===== src/dcr_pkg.sv =====
// constants and types shared by the dio and conversion routing block
package dcr_pkg;

  // ************************************************************
  // widths and counts
  // ************************************************************
  localparam int DCR_AW = 12;
  localparam int DCR_DW = 32;
  localparam int DCR_LINES = 8;
  localparam int DCR_NSIG = 3;
  localparam int DCR_FLD_W = 2;
  localparam int DCR_DEB_W = 16;
  localparam int DCR_TMR_LIM_W = 28;
  localparam int DCR_SYNC_W = 3;

  // ************************************************************
  // register byte offsets
  // ************************************************************
  localparam logic [DCR_AW-1:0] DCR_OFS_OUT_ROUTE = 12'h340;
  localparam logic [DCR_AW-1:0] DCR_OFS_SRC_SEL = 12'h344;
  localparam logic [DCR_AW-1:0] DCR_OFS_TIMER = 12'h348;
  localparam logic [DCR_AW-1:0] DCR_OFS_IN_LVL = 12'h354;
  localparam logic [DCR_AW-1:0] DCR_OFS_FILTER = 12'h358;
  localparam logic [DCR_AW-1:0] DCR_OFS_OUT_LVL = 12'h35C;
  localparam logic [DCR_AW-1:0] DCR_OFS_TX_EN = 12'h360;

  // ************************************************************
  // field positions and codes
  // ************************************************************
  // conversion signal index: clock 1, clock 2, frame trigger
  localparam int DCR_SIG_CK1 = 0;
  localparam int DCR_SIG_CK2 = 1;
  localparam int DCR_SIG_FRM = 2;
  // front line carrying each conversion signal (lines 1, 3, 5)
  localparam int DCR_FRONT_LINE [DCR_NSIG] = '{0, 2, 4};
  // source and driver field codes; msb clear means generator source, or no drive
  localparam int DCR_SRC_EXT_BIT = 1;
  localparam logic [DCR_FLD_W-1:0] DCR_SRC_GLOBAL = 2'h2;
  localparam logic [DCR_FLD_W-1:0] DCR_SRC_FRONT = 2'h3;
  localparam int DCR_ROUTE_W = DCR_FLD_W * DCR_NSIG;
  // frame interval register bits
  localparam int DCR_TMR_EN_BIT = 31;
  localparam int DCR_TMR_SEL_BIT = 30;

  // ************************************************************
  // reset values
  // ************************************************************
  localparam logic [DCR_TMR_LIM_W-1:0] DCR_TMR_LIM_RST = 28'hFFFFFFF;
  localparam logic [DCR_ROUTE_W-1:0] DCR_ROUTE_RST = 6'h00;
  localparam logic [DCR_DEB_W-1:0] DCR_DEB_RST = 16'h0000;
  localparam logic [DCR_LINES-1:0] DCR_LINE_RST = 8'h00;

  // ************************************************************
  // timing
  // ************************************************************
  localparam int DCR_CLK_PERIOD_NS = 50;
  localparam int DCR_REJECT_STEP_NS = 50;
  // least time, rounded up, never below one cycle
  localparam int DCR_REJECT_STEP_CYC =
    ((DCR_REJECT_STEP_NS + DCR_CLK_PERIOD_NS - 1) / DCR_CLK_PERIOD_NS) < 1
    ? 1
    : ((DCR_REJECT_STEP_NS + DCR_CLK_PERIOD_NS - 1) / DCR_CLK_PERIOD_NS);

  // ************************************************************
  // frame interval counter states
  // ************************************************************
  typedef enum logic {
    DCR_TMR_IDLE = 1'b0,
    DCR_TMR_RUN = 1'b1
  } dcr_tmr_e;

endpackage


===== src/dcr_lvl_if.sv =====
// level carrier from a pin conditioner to the routing logic
`timescale 1ns/1ps
interface dcr_lvl_if;
  logic sync;
  logic filt;
  modport src (output sync, output filt);
  modport dst (input sync, input filt);
endinterface


===== src/dcr_line_filter.sv =====
// synchroniser and programmable bounce filter for one front line
`timescale 1ns/1ps
module dcr_line_filter
  import dcr_pkg::*;
#(
  parameter int DEB_W = DCR_DEB_W
) (
  // clock and reset
  input wire logic clk_i,
  input wire logic reset_n_i,
  // pin and filter setting
  input wire logic pin_i,
  input wire logic [DEB_W-1:0] deb_i,
  // conditioned level
  dcr_lvl_if.src lvl
);

  localparam int CW = DEB_W + 2;

  typedef struct packed {
    logic [DCR_SYNC_W-1:0] stage;
    logic lvl;
    logic filt;
    logic [CW-1:0] cnt;
  } dcr_filt_s;

  dcr_filt_s s_ff;
  dcr_filt_s nxt_s;
  logic [CW-1:0] need;

  // stable cycles needed: (setting + 1) reject steps; a level passes only
  // once it has held one cycle beyond that, since an unaligned pulse just
  // shorter than the reject time can still straddle that many edges
  assign need = CW'((32'(deb_i) + 1) * DCR_REJECT_STEP_CYC);

  // sync, then pass a level only after it held long enough
  always_comb begin
    nxt_s = s_ff;
    nxt_s.stage = {s_ff.stage[DCR_SYNC_W-2:0], pin_i};
    if (s_ff.stage[1] == s_ff.stage[2]) begin
      nxt_s.lvl = s_ff.stage[2];
    end
    if (s_ff.lvl == s_ff.filt) begin
      nxt_s.cnt = '0;
    end else if (CW'(s_ff.cnt + 1'b1) > need) begin
      nxt_s.filt = s_ff.lvl;
      nxt_s.cnt = '0;
    end else begin
      nxt_s.cnt = CW'(s_ff.cnt + 1'b1);
    end
  end

  // state register
  always_ff @(posedge clk_i) begin
    if (!reset_n_i) begin
      s_ff <= '0;
    end else begin
      s_ff <= nxt_s;
    end
  end

  assign lvl.sync = s_ff.lvl;
  assign lvl.filt = s_ff.filt;

endmodule


===== src/dcr_pin_sync.sv =====
// three-stage synchroniser for a back-plane conversion line
`timescale 1ns/1ps
module dcr_pin_sync
  import dcr_pkg::*;
(
  // clock and reset
  input wire logic clk_i,
  input wire logic reset_n_i,
  // pin and conditioned level
  input wire logic pin_i,
  dcr_lvl_if.src lvl
);

  typedef struct packed {
    logic [DCR_SYNC_W-1:0] stage;
    logic lvl;
  } dcr_sync_s;

  dcr_sync_s s_ff;
  dcr_sync_s nxt_s;

  // shift in; accept a change once stages two and three agree
  always_comb begin
    nxt_s = s_ff;
    nxt_s.stage = {s_ff.stage[DCR_SYNC_W-2:0], pin_i};
    if (s_ff.stage[1] == s_ff.stage[2]) begin
      nxt_s.lvl = s_ff.stage[2];
    end
  end

  // state register
  always_ff @(posedge clk_i) begin
    if (!reset_n_i) begin
      s_ff <= '0;
    end else begin
      s_ff <= nxt_s;
    end
  end

  assign lvl.sync = s_ff.lvl;
  assign lvl.filt = s_ff.lvl;

endmodule


===== src/dcr_routing_top.sv =====
// dio port, conversion signal routing and frame interval counter
`timescale 1ns/1ps

// Functional notes
// - generator drives front pin if routed, oe clear
// - set output enable drives output register value
// - source fields: 0x gen, 10 global, 11 front
// - front sources: clock1 line1, clock2 line3, frame line5
// - enabled counter restarts on every frame trigger
// - counter clock: bit30 clear clock1, set clock2
// - expiry status set, cleared by each frame trigger
// - expires after limit plus one clocks; limit resets ones
// - input register shows every line level always
// - pulses shorter than (setting+1)*50ns are rejected
// - level passes after (setting+1) stable steps plus one cycle
// - output bit sets pin level only when enabled
// - eight transmitter enables, all cleared at reset
// - expiry raises interrupt request when enabled
module dcr_routing_top
  import dcr_pkg::*;
(
  // clock and reset
  input wire logic clk_i,
  input wire logic reset_n_i,
  // register port
  input wire logic [DCR_AW-1:0] reg_addr_i,
  input wire logic reg_wr_i,
  input wire logic reg_rd_i,
  input wire logic [DCR_DW-1:0] reg_wdata_i,
  output logic [DCR_DW-1:0] reg_rdata_o,
  output logic reg_rvalid_o,
  // on-board generators: clock 1, clock 2, frame trigger
  input wire logic [DCR_NSIG-1:0] gen_i,
  // back-plane global conversion lines
  input wire logic [DCR_NSIG-1:0] glb_i,
  output logic [DCR_NSIG-1:0] glb_o,
  output logic [DCR_NSIG-1:0] glb_oe_o,
  // front digital lines
  input wire logic [DCR_LINES-1:0] dio_i,
  output logic [DCR_LINES-1:0] dio_o,
  output logic [DCR_LINES-1:0] dio_oe_o,
  // routed conversion signals to the converters
  output logic [DCR_NSIG-1:0] conv_o,
  // frame interval interrupt
  input wire logic timer_irq_enable_i,
  output logic timer_irq_o
);

  // ************************************************************
  // state
  // ************************************************************
  typedef struct packed {
    logic [DCR_ROUTE_W-1:0] out_route;
    logic [DCR_ROUTE_W-1:0] src_sel;
    logic tmr_en;
    logic tmr_sel;
    logic tmr_stat;
    logic [DCR_TMR_LIM_W-1:0] tmr_lim;
    dcr_tmr_e tmr_state;
    logic [DCR_TMR_LIM_W-1:0] tmr_cnt;
    logic [DCR_DEB_W-1:0] deb;
    logic [DCR_LINES-1:0] out_lvl;
    logic [DCR_LINES-1:0] tx_en;
    logic [DCR_NSIG-1:0] conv;
    logic [DCR_NSIG-1:0] conv_prev;
    logic [DCR_LINES-1:0] dio;
    logic [DCR_LINES-1:0] dio_oe;
    logic [DCR_NSIG-1:0] glb;
    logic [DCR_NSIG-1:0] glb_oe;
    logic [DCR_DW-1:0] rdata;
    logic rvalid;
    logic irq;
  } dcr_top_s;

  dcr_top_s s_ff;
  dcr_top_s nxt_s;

  // ************************************************************
  // pin conditioning
  // ************************************************************
  logic [DCR_LINES-1:0] front_lvl;
  logic [DCR_NSIG-1:0] glb_lvl;

  dcr_lvl_if line_lvl [DCR_LINES] ();
  dcr_lvl_if back_lvl [DCR_NSIG] ();

  // front lines: synchronise and debounce each one
  for (genvar gi = 0; gi < DCR_LINES; gi++) begin : g_front
    dcr_line_filter #(
      .DEB_W(DCR_DEB_W)
    ) u_filter (
      .clk_i(clk_i),
      .reset_n_i(reset_n_i),
      .pin_i(dio_i[gi]),
      .deb_i(s_ff.deb),
      .lvl(line_lvl[gi])
    );
    assign front_lvl[gi] = line_lvl[gi].filt;
  end

  // back-plane lines: synchronise only
  for (genvar gk = 0; gk < DCR_NSIG; gk++) begin : g_back
    dcr_pin_sync u_sync (
      .clk_i(clk_i),
      .reset_n_i(reset_n_i),
      .pin_i(glb_i[gk]),
      .lvl(back_lvl[gk])
    );
    assign glb_lvl[gk] = back_lvl[gk].sync;
  end

  // ************************************************************
  // register map
  // ************************************************************
  // 0x340 generator drive route: frame 5:4, clock 2 3:2, clock 1 1:0
  //       (0x off, 10 back-plane line, 11 front line 1, 3 or 5)
  // 0x344 source select, same layout (0x generator, 10 back-plane,
  //       11 front line)
  // 0x348 timer: enable 31, clock select 30, expiry 29 (read only),
  //       limit 27:0
  // 0x354 filtered levels of all eight lines, read only
  // 0x358 bounce filter setting 15:0
  // 0x35C line drive values 7:0
  // 0x360 line transmitter enables 7:0
  // reads answer one cycle later; unmapped reads return zero, and
  // writes to read-only or unmapped offsets are dropped

  // ************************************************************
  // timing notes
  // ************************************************************
  // external conversion signals reach the timer several cycles late;
  // the synchroniser needs two equal samples, so an external clock
  // must stay high and low for two cycles or its edge is lost
  // a frame trigger and a counter tick in one cycle: the trigger wins
  // and the count restarts from zero
  // after expiry the counter idles until the next frame trigger
  // switching a source field can look like an edge of its own, so
  // sources are best changed while the frame timer is disabled
  // generators that idle high give one edge right after reset; it is
  // harmless because the timer comes out of reset disabled

  // ************************************************************
  // next state
  // ************************************************************
  always_comb begin
    logic [DCR_FLD_W-1:0] fld;
    logic [DCR_FLD_W-1:0] drv;
    logic frame_evt;
    logic tick;
    int ln;
    fld = '0;
    drv = '0;
    frame_evt = 1'b0;
    tick = 1'b0;
    ln = 0;
    nxt_s = s_ff;
    nxt_s.rvalid = 1'b0;
    nxt_s.irq = 1'b0;

    // source selection per conversion signal
    for (int k = 0; k < DCR_NSIG; k++) begin
      fld = s_ff.src_sel[DCR_FLD_W*k +: DCR_FLD_W];
      if (!fld[DCR_SRC_EXT_BIT]) begin
        nxt_s.conv[k] = gen_i[k];
      end else if (fld == DCR_SRC_GLOBAL) begin
        nxt_s.conv[k] = glb_lvl[k];
      end else begin
        nxt_s.conv[k] = front_lvl[DCR_FRONT_LINE[k]];
      end
    end
    nxt_s.conv_prev = s_ff.conv;

    // front drivers: transmitter enable takes the pin first
    // only lines 1, 3 and 5 can be lent to a generator; all others
    // are driven through their transmitter enable alone
    nxt_s.dio = s_ff.out_lvl;
    nxt_s.dio_oe = s_ff.tx_en;
    for (int k = 0; k < DCR_NSIG; k++) begin
      drv = s_ff.out_route[DCR_FLD_W*k +: DCR_FLD_W];
      ln = DCR_FRONT_LINE[k];
      if (!s_ff.tx_en[ln] && drv == DCR_SRC_FRONT) begin
        nxt_s.dio[ln] = gen_i[k];
        nxt_s.dio_oe[ln] = 1'b1;
      end
      // back-plane driver follows its own route field
      nxt_s.glb[k] = gen_i[k];
      nxt_s.glb_oe[k] = (drv == DCR_SRC_GLOBAL);
    end

    // frame trigger and counter clock edges
    frame_evt = s_ff.conv[DCR_SIG_FRM] & ~s_ff.conv_prev[DCR_SIG_FRM];
    if (s_ff.tmr_sel) begin
      tick = s_ff.conv[DCR_SIG_CK2] & ~s_ff.conv_prev[DCR_SIG_CK2];
    end else begin
      tick = s_ff.conv[DCR_SIG_CK1] & ~s_ff.conv_prev[DCR_SIG_CK1];
    end

    // every frame trigger clears the expiry status
    if (frame_evt) begin
      nxt_s.tmr_stat = 1'b0;
    end

    // frame interval counter
    unique case (s_ff.tmr_state)
      DCR_TMR_IDLE: begin
        if (s_ff.tmr_en && frame_evt) begin
          nxt_s.tmr_state = DCR_TMR_RUN;
          nxt_s.tmr_cnt = '0;
        end
      end
      DCR_TMR_RUN: begin
        if (!s_ff.tmr_en) begin
          nxt_s.tmr_state = DCR_TMR_IDLE;
        end else if (frame_evt) begin
          nxt_s.tmr_cnt = '0;
        end else if (tick) begin
          if (s_ff.tmr_cnt == s_ff.tmr_lim) begin
            nxt_s.tmr_state = DCR_TMR_IDLE;
            nxt_s.tmr_stat = 1'b1;
            nxt_s.irq = timer_irq_enable_i;
          end else begin
            nxt_s.tmr_cnt = s_ff.tmr_cnt + 1'b1;
          end
        end
      end
    endcase

    // register writes
    if (reg_wr_i) begin
      unique case (reg_addr_i)
        DCR_OFS_OUT_ROUTE: begin
          nxt_s.out_route = reg_wdata_i[DCR_ROUTE_W-1:0];
        end
        DCR_OFS_SRC_SEL: begin
          nxt_s.src_sel = reg_wdata_i[DCR_ROUTE_W-1:0];
        end
        DCR_OFS_TIMER: begin
          nxt_s.tmr_en = reg_wdata_i[DCR_TMR_EN_BIT];
          nxt_s.tmr_sel = reg_wdata_i[DCR_TMR_SEL_BIT];
          nxt_s.tmr_lim = reg_wdata_i[DCR_TMR_LIM_W-1:0];
        end
        DCR_OFS_FILTER: begin
          nxt_s.deb = reg_wdata_i[DCR_DEB_W-1:0];
        end
        DCR_OFS_OUT_LVL: begin
          nxt_s.out_lvl = reg_wdata_i[DCR_LINES-1:0];
        end
        DCR_OFS_TX_EN: begin
          nxt_s.tx_en = reg_wdata_i[DCR_LINES-1:0];
        end
        default: begin
          // unmapped or read-only: write ignored
        end
      endcase
    end

    // register reads, answered one cycle later
    if (reg_rd_i) begin
      nxt_s.rvalid = 1'b1;
      unique case (reg_addr_i)
        DCR_OFS_OUT_ROUTE: nxt_s.rdata = DCR_DW'(s_ff.out_route);
        DCR_OFS_SRC_SEL: nxt_s.rdata = DCR_DW'(s_ff.src_sel);
        DCR_OFS_TIMER: begin
          nxt_s.rdata = {s_ff.tmr_en, s_ff.tmr_sel, s_ff.tmr_stat,
                         1'b0, s_ff.tmr_lim};
        end
        DCR_OFS_IN_LVL: nxt_s.rdata = DCR_DW'(front_lvl);
        DCR_OFS_FILTER: nxt_s.rdata = DCR_DW'(s_ff.deb);
        DCR_OFS_OUT_LVL: nxt_s.rdata = DCR_DW'(s_ff.out_lvl);
        DCR_OFS_TX_EN: nxt_s.rdata = DCR_DW'(s_ff.tx_en);
        default: nxt_s.rdata = '0;
      endcase
    end
  end

  // ************************************************************
  // state register
  // ************************************************************
  always_ff @(posedge clk_i) begin
    if (!reset_n_i) begin
      s_ff <= '0;
      // limit to all ones, every other field to zero
      s_ff.out_route <= DCR_ROUTE_RST;
      s_ff.src_sel <= DCR_ROUTE_RST;
      s_ff.tmr_lim <= DCR_TMR_LIM_RST;
      s_ff.tmr_state <= DCR_TMR_IDLE;
      s_ff.deb <= DCR_DEB_RST;
      s_ff.out_lvl <= DCR_LINE_RST;
      s_ff.tx_en <= DCR_LINE_RST;
    end else begin
      s_ff <= nxt_s;
    end
  end

  // ************************************************************
  // outputs, all straight from the state register
  // ************************************************************
  assign reg_rdata_o = s_ff.rdata;
  assign reg_rvalid_o = s_ff.rvalid;
  assign glb_o = s_ff.glb;
  assign glb_oe_o = s_ff.glb_oe;
  assign dio_o = s_ff.dio;
  assign dio_oe_o = s_ff.dio_oe;
  assign conv_o = s_ff.conv;
  assign timer_irq_o = s_ff.irq;

endmodule


===== config.mk =====
export PLATFORM = sky130hd
export DESIGN_NAME = dcr_routing_top
export DESIGN_NICKNAME = d
export VERILOG_FILES = /design/src/dcr_pkg.sv /design/src/dcr_lvl_if.sv /design/src/dcr_line_filter.sv /design/src/dcr_pin_sync.sv /design/src/dcr_routing_top.sv
export SDC_FILE = /design/constraint.sdc
export NUM_CORES = 1
export LEC_CHECK = 0
export ABC_CLOCK_PERIOD_IN_PS = 4200
export BUFFER_PORTS_ARGS = -buffer_cell sky130_fd_sc_hd__buf_2
export CAP_MARGIN = 20
export CORE_UTILIZATION = 40
export CTS_BUF_LIST = sky130_fd_sc_hd__clkbuf_2
export CTS_CLUSTER_SIZE = 8
export DETAILED_ROUTE_END_ITERATION = 8
export SYNTH_ARGS = -nofsm -noshare
export SYNTH_HDL_FRONTEND = slang
export SYNTH_SLANG_ARGS = --single-unit
export TNS_END_PERCENT = 20

===== constraint.sdc =====
create_clock -name clk_i -period 4.2 [get_ports clk_i]
set_input_delay 1.05 -clock clk_i [delete_from_list [all_inputs] [get_ports clk_i]]
set_output_delay 1.05 -clock clk_i [all_outputs]
set_load 0.1 [all_outputs]

==> results of run 1 <==
## through the flow
step	utilization, %	setup slack [ns]
2_1_floorplan	-	0.8188
3_3_place_gp	42.97	0.3828
3_5_place_dp	42.97	0.3256
4_1_cts	44.95	0.2511
5_1_grt	45.01	0.06018
6_report	45.01	0.2851
## tightest hold or removal path, cell delays in order
cell and delay, ns:
buf_2 0.08, nand2_1 0.04, nand3_1 0.06
## state kept, by name, summed over array words and instances, names as in the netlist, 6 cells and up
signal,count
reg_rdata_o,31
nxt_s,10
g_front.u_filter.lvl.filt,8
dio_oe_o,8
dio_o,8
s_ff,97
g_front.u_filter.nxt_s,16
g_front.u_filter.lvl.sync,8
g_front.u_filter.s_ff,152
g_back.u_sync.nxt_s,6
## placed cells by master, fill, tap and decap left out, types with 7 or more instances in the layout
cell type  count
dfxtp_1      361
nand2_1      213
nor2_1       151
nand3_1      144
ha_1         130
xnor2_1      127
clkbuf_2     120
buf_2        118
a21oi_1      116
nor2b_1       92
xor2_1        84
nand4_1       65
and2_1        60
o21ai_0       50
inv_1         46
and3_1        40
buf_4         36
clkinv_1      32
nor3_1        30
mux2i_1       27
and4_1        23
a21o_1        23
nand2b_1      20
a22oi_1       16
nor4_1        14
nor2b_2       12
a211oi_1      12
or3_1         10
conb_1         9
o31ai_1        7
maj3_1         7
and2b_2        7
a221oi_1       7
## cell families after synthesis
logic type,after synthesis
and+or+nand+nor,919
xor gates and xnor gates,214
AOI/OAI and AO/OA,284
other,1
muxes,27
buffers and inverters,175
adders and majority gates,137
DFF,361
## worst max path at each step
stage                                   end  startpoint
2_1_floorplan  g_front[3].u_filter.s_ff[11]    s_ff[81]
3_3_place_gp    g_front[1].u_filter.s_ff[6]    s_ff[78]
3_5_place_dp    g_front[1].u_filter.s_ff[6]    s_ff[78]
4_1_cts         g_front[1].u_filter.s_ff[6]    s_ff[78]
5_1_grt         g_front[1].u_filter.s_ff[3]    s_ff[78]
6_report        g_front[0].u_filter.s_ff[2]    s_ff[78]
## synth_stat cells (all sizes together), types with 5 or more instances
cell type  count
buf           73
a21o          23
and2          60
clkbuf        55
xnor2        129
nor4          14
ha           130
o2111ai        6
nor2b        105
nor3          32
xor2          85
and2b         12
o31ai          7
or3           10
nor2         152
mux2i         27
o21a           5
nand2        214
o21ai         50
dfxtp        361
a22oi         16
a221oi         7
a21oi        116
inv           46
nand3        145
maj3           7
a211oi        12
and3          41
and4          24
nor3b          5
nand4         68
o211ai        10
nand2b        20
or2            5
## routing by layer
metal,vias up,global-route usage (%),part of all wire [%]
li1,7631,-,-
met1,7237,27.53,47
met2,334,33.22,46
met3,82,4.184,5.3
met4,0,6.760,2.1
met5,-,0,0
## report_power, final
part | leakage (nW) | switching [mW] | total (mW) | internal [mW]
sequential | 2.92 | 0.0155 | 3.46 | 3.45
clock | 0.643 | 1.50 | 2.60 | 1.10
combinational | 4.98 | 0.188 | 0.250 | 0.0623
## area by class of cell
class | count | area share (%)
multi-input combinational | 1590 | 51.47
sequential | 361 | 35.16
timing repair buffer | 156 | 4.382
tap | 600 | 3.652
clock buffer | 120 | 2.921
clock inverter | 44 | 1.491
inverter | 47 | 0.8643
antenna | 5 | 0.06086
==> results.cfg, run 1 <==
[status]
status = completed

[layout]
multi_input_area_mm2 = 0.01058
layoutNonFillerInstCount = 2923
syn_to_final_growth_pct = 10.11
regArea_mm2 = 0.007227
drive_above_1_share_pct = 14.71
nets = 2443
final_area_mm2 = 0.02056
fill_cells = 4549

[hold_path]
hold_end = s_ff[149]
hold_class = in -> reg
worstHoldStart = reg_wdata_i[26]
holdPathStages = 3

[critical_path]
path_cells = ha_1 -> and2_1 -> nand2_1 -> nor2_1 -> xnor2_1 -> ha_1 -> nand3_1 -> nor4_1 -> or4b_1 -> o211ai_2 -> nand4_4 -> and2b_2
crit-reg2reg-launch = s_ff[78]
cp.required_ns = 5.19
cp_slowest_cell = xnor2_1
path_class = reg -> reg
cp_common_cell = ha_1
cp.arrival_ns = 4.90
worst-path-stages = 12
worstReg2RegEnd = g_front[0].u_filter.s_ff[2]
crit_family = simple AND/OR/NAND/NOR gates
slowest_delay_ns = 0.89
rrSetupSlack_ns = 0.29
worst-path-max-fanout = 17
worst-r2r-cell-count = 12
start_kind = flop
worst-path-buf-inv = 0
end_kind = flop

[logic_synthesis]
synth_top_area_share_pct = 38.71
netlist_area_mm2 = 0.01867
yosys_warnings = 0
yosys.cell_types.count = 83
synth_top_area_cell = dfxtp_1
synth-edff-count = 0
synthFlopType = dfxtp_1
yosys.area_share.simple_pct = 25.88
synth_area_leaders = dfxtp_1 (39%), ha_1 (8.7%), xnor2_1 (6.0%)
synth_area_per_cell_um2 = 8.815
synthMuxAreaShare_pct = 1.448
synth_cells = 2118
synth_fa_ha_area_share_pct = 9.088
synth_xor_area_share_pct = 10.18
synth-compound-area-share_pct = 9.792
ys_seq_area_share_pct = 38.71
ys_async_sr_fraction_pct = 0
synth_top_family_by_area = simple AND/OR/NAND/NOR gates
ys_seq_elements = 361

[global_routing]
grt_use_total_pct = 20.67
grt_pass1_wl_um = 77800
grt_remaining_overflow = 0
grt_pass1_vias = 15048
grt_max_degree = 63
antenna_found_initial = 3

[placement]
dp.cells = 2753
io_buffers = 118
place_area_mm2 = 0.01962
gp_congestion = 0.8470
dp_hpwl_um = 34430

[clock_tree]
clk_pin_slew_ns = 0.11
cts_tree = done
cts.sink_count = 361
h-tree-depth = 3
ctsLongestPathBuffers = 3
post_cts_resized = 0
hold_buffers = 0
tritoncts.num_buffers = 94
cts.root.buffer_cell = clkbuf_2
post_cts_buffers = 0
clk-insertion-delay-late_ns = 1.09

[timing]
finClkSkew_ns = 0.1168
fin_crit_ns = 3.915
relSlewSlack_pct = 22.79
slew_violations = 0
holdWs_ns = 0.1868
worst_slew_pin_slew_ns = 1.150
setup_viol = 0
tns_ns = 0
rsz0062_at_grt = no
fmax_ghz = 0.2554
fin_crit_sh_pct = 93.21
hold_viol = 0

[floorplan]
die_x_um = 218.0
start_util_pct = 40.87
dieArea_mm2 = 0.04754
io_pins = 122
rows = 78
fp.dieH_um = 218.0
coreArea_mm2 = 0.04567

[power]
ir_worst_vdd_uv = 173.2
p_leak_nw = 8.546
power_mw = 6.314
power_density_mw_per_mm2 = 307.1

[drt]
vias = 15284
drt_iter0_markers = 757
antenna_left = 0
detail_route.wirelength_um = 48450
drt_first_pass_iters = 5
post_drt_wl_per_cell_um = 16.58
viasPerCell = 5.229
drc_errors = 0

[job]
cap_violations = 0
Power figures use the tool's default switching activity.
==> run 2: changes to the inputs <==
--- a/config.mk
+++ b/config.mk
@@ -13,4 +13,5 @@
 export CTS_CLUSTER_SIZE = 8
 export DETAILED_ROUTE_END_ITERATION = 8
+export GPL_ROUTABILITY_DRIVEN = 0
 export SYNTH_ARGS = -nofsm -noshare
 export SYNTH_HDL_FRONTEND = slang
==> constraint.sdc (replaced) <==
create_clock -name clk_i -period 4.2 [get_ports clk_i]
set_input_delay 0.42 -clock clk_i [delete_from_list [all_inputs] [get_ports clk_i]]
set_output_delay 0.42 -clock clk_i [all_outputs]
set_load 0.1 [all_outputs]
==> run 2 against run 1 <==
  * Register-to-register slack is essentially flat
  * Combinational power up 19%
  * Worst hold slack lost 0.074 ns
  * Clock skew grew 0.012 ns
  * Cell area increased by 3.8%
  * Routed wire length grew 3.4%
  * Fmax up 0.36%
  * Critical path type unchanged
  * Sequential power about the same
==> results.cfg, run 2 (same netlist as run 1, synthesis figures left out) <==
[status]
status = completed

[floorplan]
fp.dieH_um = 218.0
dieArea_mm2 = 0.04754
io_pins = 122
start_util_pct = 40.87
rows = 78
coreArea_mm2 = 0.04567
die_x_um = 218.0

[layout]
syn_to_final_growth_pct = 14.25
layoutNonFillerInstCount = 2999
nets = 2531
post-route-util_pct = 46.70
layout_common_cells = dfxtp_1 (361), nand2_1 (213), nor2_1 (151), nand3_1 (144), clkbuf_2 (142)
largest_register = g_front.u_filter.s_ff
drive_above_1_share_pct = 15.05
final_area_mm2 = 0.02133
largest_reg_flops = 152
final_common_cell = dfxtp_1

[timing]
fin_ws_ns = 0.2992
rsz0062_at_grt = no
fin_crit_sh_pct = 92.88
hold_viol = 0
tns_ns = 0
worst_slew_pin_slew_ns = 1.035
holdWs_ns = 0.1132
slew_violations = 0
setup_viol = 0
fin_crit_ns = 3.901
finClkSkew_ns = 0.1292
relSlewSlack_pct = 30.35
fmax_ghz = 0.2564

[placement]
place_area_mm2 = 0.01961
dp.cells = 2755
io_buffers = 118
place_ws_ns = 0.3165
dp_hpwl_um = 34600

[global_routing]
antenna_found_initial = 1
grt_remaining_overflow = 0
grt_use_total_pct = 21.27
grt_pass1_vias = 15672
grt_pass1_wl_um = 80210
grt_max_degree = 63

[power]
p_clk_share_pct = 40.5
ir_worst_vdd_uv = 205.9
power.internal_mw = 4.622
pwr-share-comb_pct = 4.7
power_switching_mw = 1.697
p_leak_nw = 8.881
power_density_mw_per_mm2 = 296.3
swShare_pct = 26.86
power_mw = 6.319
seq_power_share_pct = 54.8

[clock_tree]
cts_tree = done
ctsLongestPathBuffers = 3
clk-insertion-delay-late_ns = 1.11
hold_buffers = 84
post_cts_resized = 0
cts.sink_count = 361
clk_pin_slew_ns = 0.09
cts.root.buffer_cell = clkbuf_2
tritoncts.num_buffers = 96
post_cts_buffers = 0
h-tree-depth = 3

[drt]
drt_iter0_markers = 1014
detail_route.wirelength_um = 50100
drc_errors = 0
drt_first_pass_iters = 7
vias = 15736
post_drt_wl_per_cell_um = 16.71
antenna_left = 0
viasPerCell = 5.247

[critical_path]
cp.required_ns = 5.13
path_cells = nand4_2 -> or2_2 -> nor3_1 -> xnor2_1 -> buf_4 -> ha_1 -> a21o_1 -> a21oi_1 -> nand3_1 -> a311o_1 -> o211ai_2 -> nand3_2 -> a21oi_1
cp_common_cell = a21oi_1
slowest_delay_ns = 0.48
worst-path-max-fanout = 17
crit_family = simple AND/OR/NAND/NOR gates
cp.arrival_ns = 4.83
end_kind = flop
worst-path-buf-inv = 1
path_class = reg -> reg
start_kind = flop
cp_slowest_cell = dfxtp_1

[job]
cap_violations = 0

[hold_path]
hold_class = in -> reg
run 2: changes by cell type in the layout (fill, tap and decap cells not counted):
cell and delta:
buf_12 -2, buf_2 -1, buf_4 +5, bufinv_16 -2, clkbuf_2 +22, clkinv_1 -24, clkinv_2 -4, clkinv_4 +2
diode_2 -4, dlygate4sd3_1 +84, o211ai_2 +1, o211ai_4 -1
run 2: area by class of cell:
| type | count | area [um2] |
|---|---|---|
| timing repair buffer | 242 | 1734 |
| clock buffer | 142 | 710.7 |
| antenna | 1 | 2.502 |
| fill | 4467 | 24340 |
| inverter | 47 | 177.7 |
| multi-input combinational | 1590 | 10570 |
| tap | 600 | 750.7 |
| clock inverter | 16 | 153.9 |
| sequential | 361 | 7227 |
run 2: power groups by stage:
| stage | combinational, mW | clock [mW] | sequential [mW] |
|---|---|---|---|
| 2_1_floorplan | 0.177 | 0 | 3.54 |
| 3_3_place_gp | 0.245 | 0 | 3.54 |
| 3_5_place_dp | 0.247 | 0 | 3.54 |
| 4_1_cts | 0.293 | 2.64 | 3.46 |
| 5_1_grt | 0.314 | 2.83 | 3.47 |
| 6_report | 0.297 | 2.56 | 3.46 |
run 2: final timing paths:
kind / start / endpoint / slack [ns] / depth (start not counted)
max: s_ff[81] / g_front[4].u_filter.s_ff[11] / 0.30 / 13
min: dio_i[0] / g_front[0].u_filter.nxt_s[21] / 0.11 / 3
max reg2reg: s_ff[81] / g_front[4].u_filter.s_ff[11] / 0.30 / 13
min reg2reg: g_front[5].u_filter.nxt_s[21] / g_front[5].u_filter.nxt_s[22] / 0.43 / 1
run 2: worst min-delay path, delay by kind of cell:
family	cells	cell delay (ns)
buffers and inverters	2	0.64
AND/OR/NAND/NOR	1	0.13
run 2: metal layers:
layer	part of all wire, %	global-route usage [%]	wire length [um]	vias up
met5	0	0	0	-
met4	3.4	8.974	1724	0
met3	5.5	4.310	2766	126
met2	46	34.63	22920	428
met1	45	27.19	22690	7380
li1	-	-	-	7802
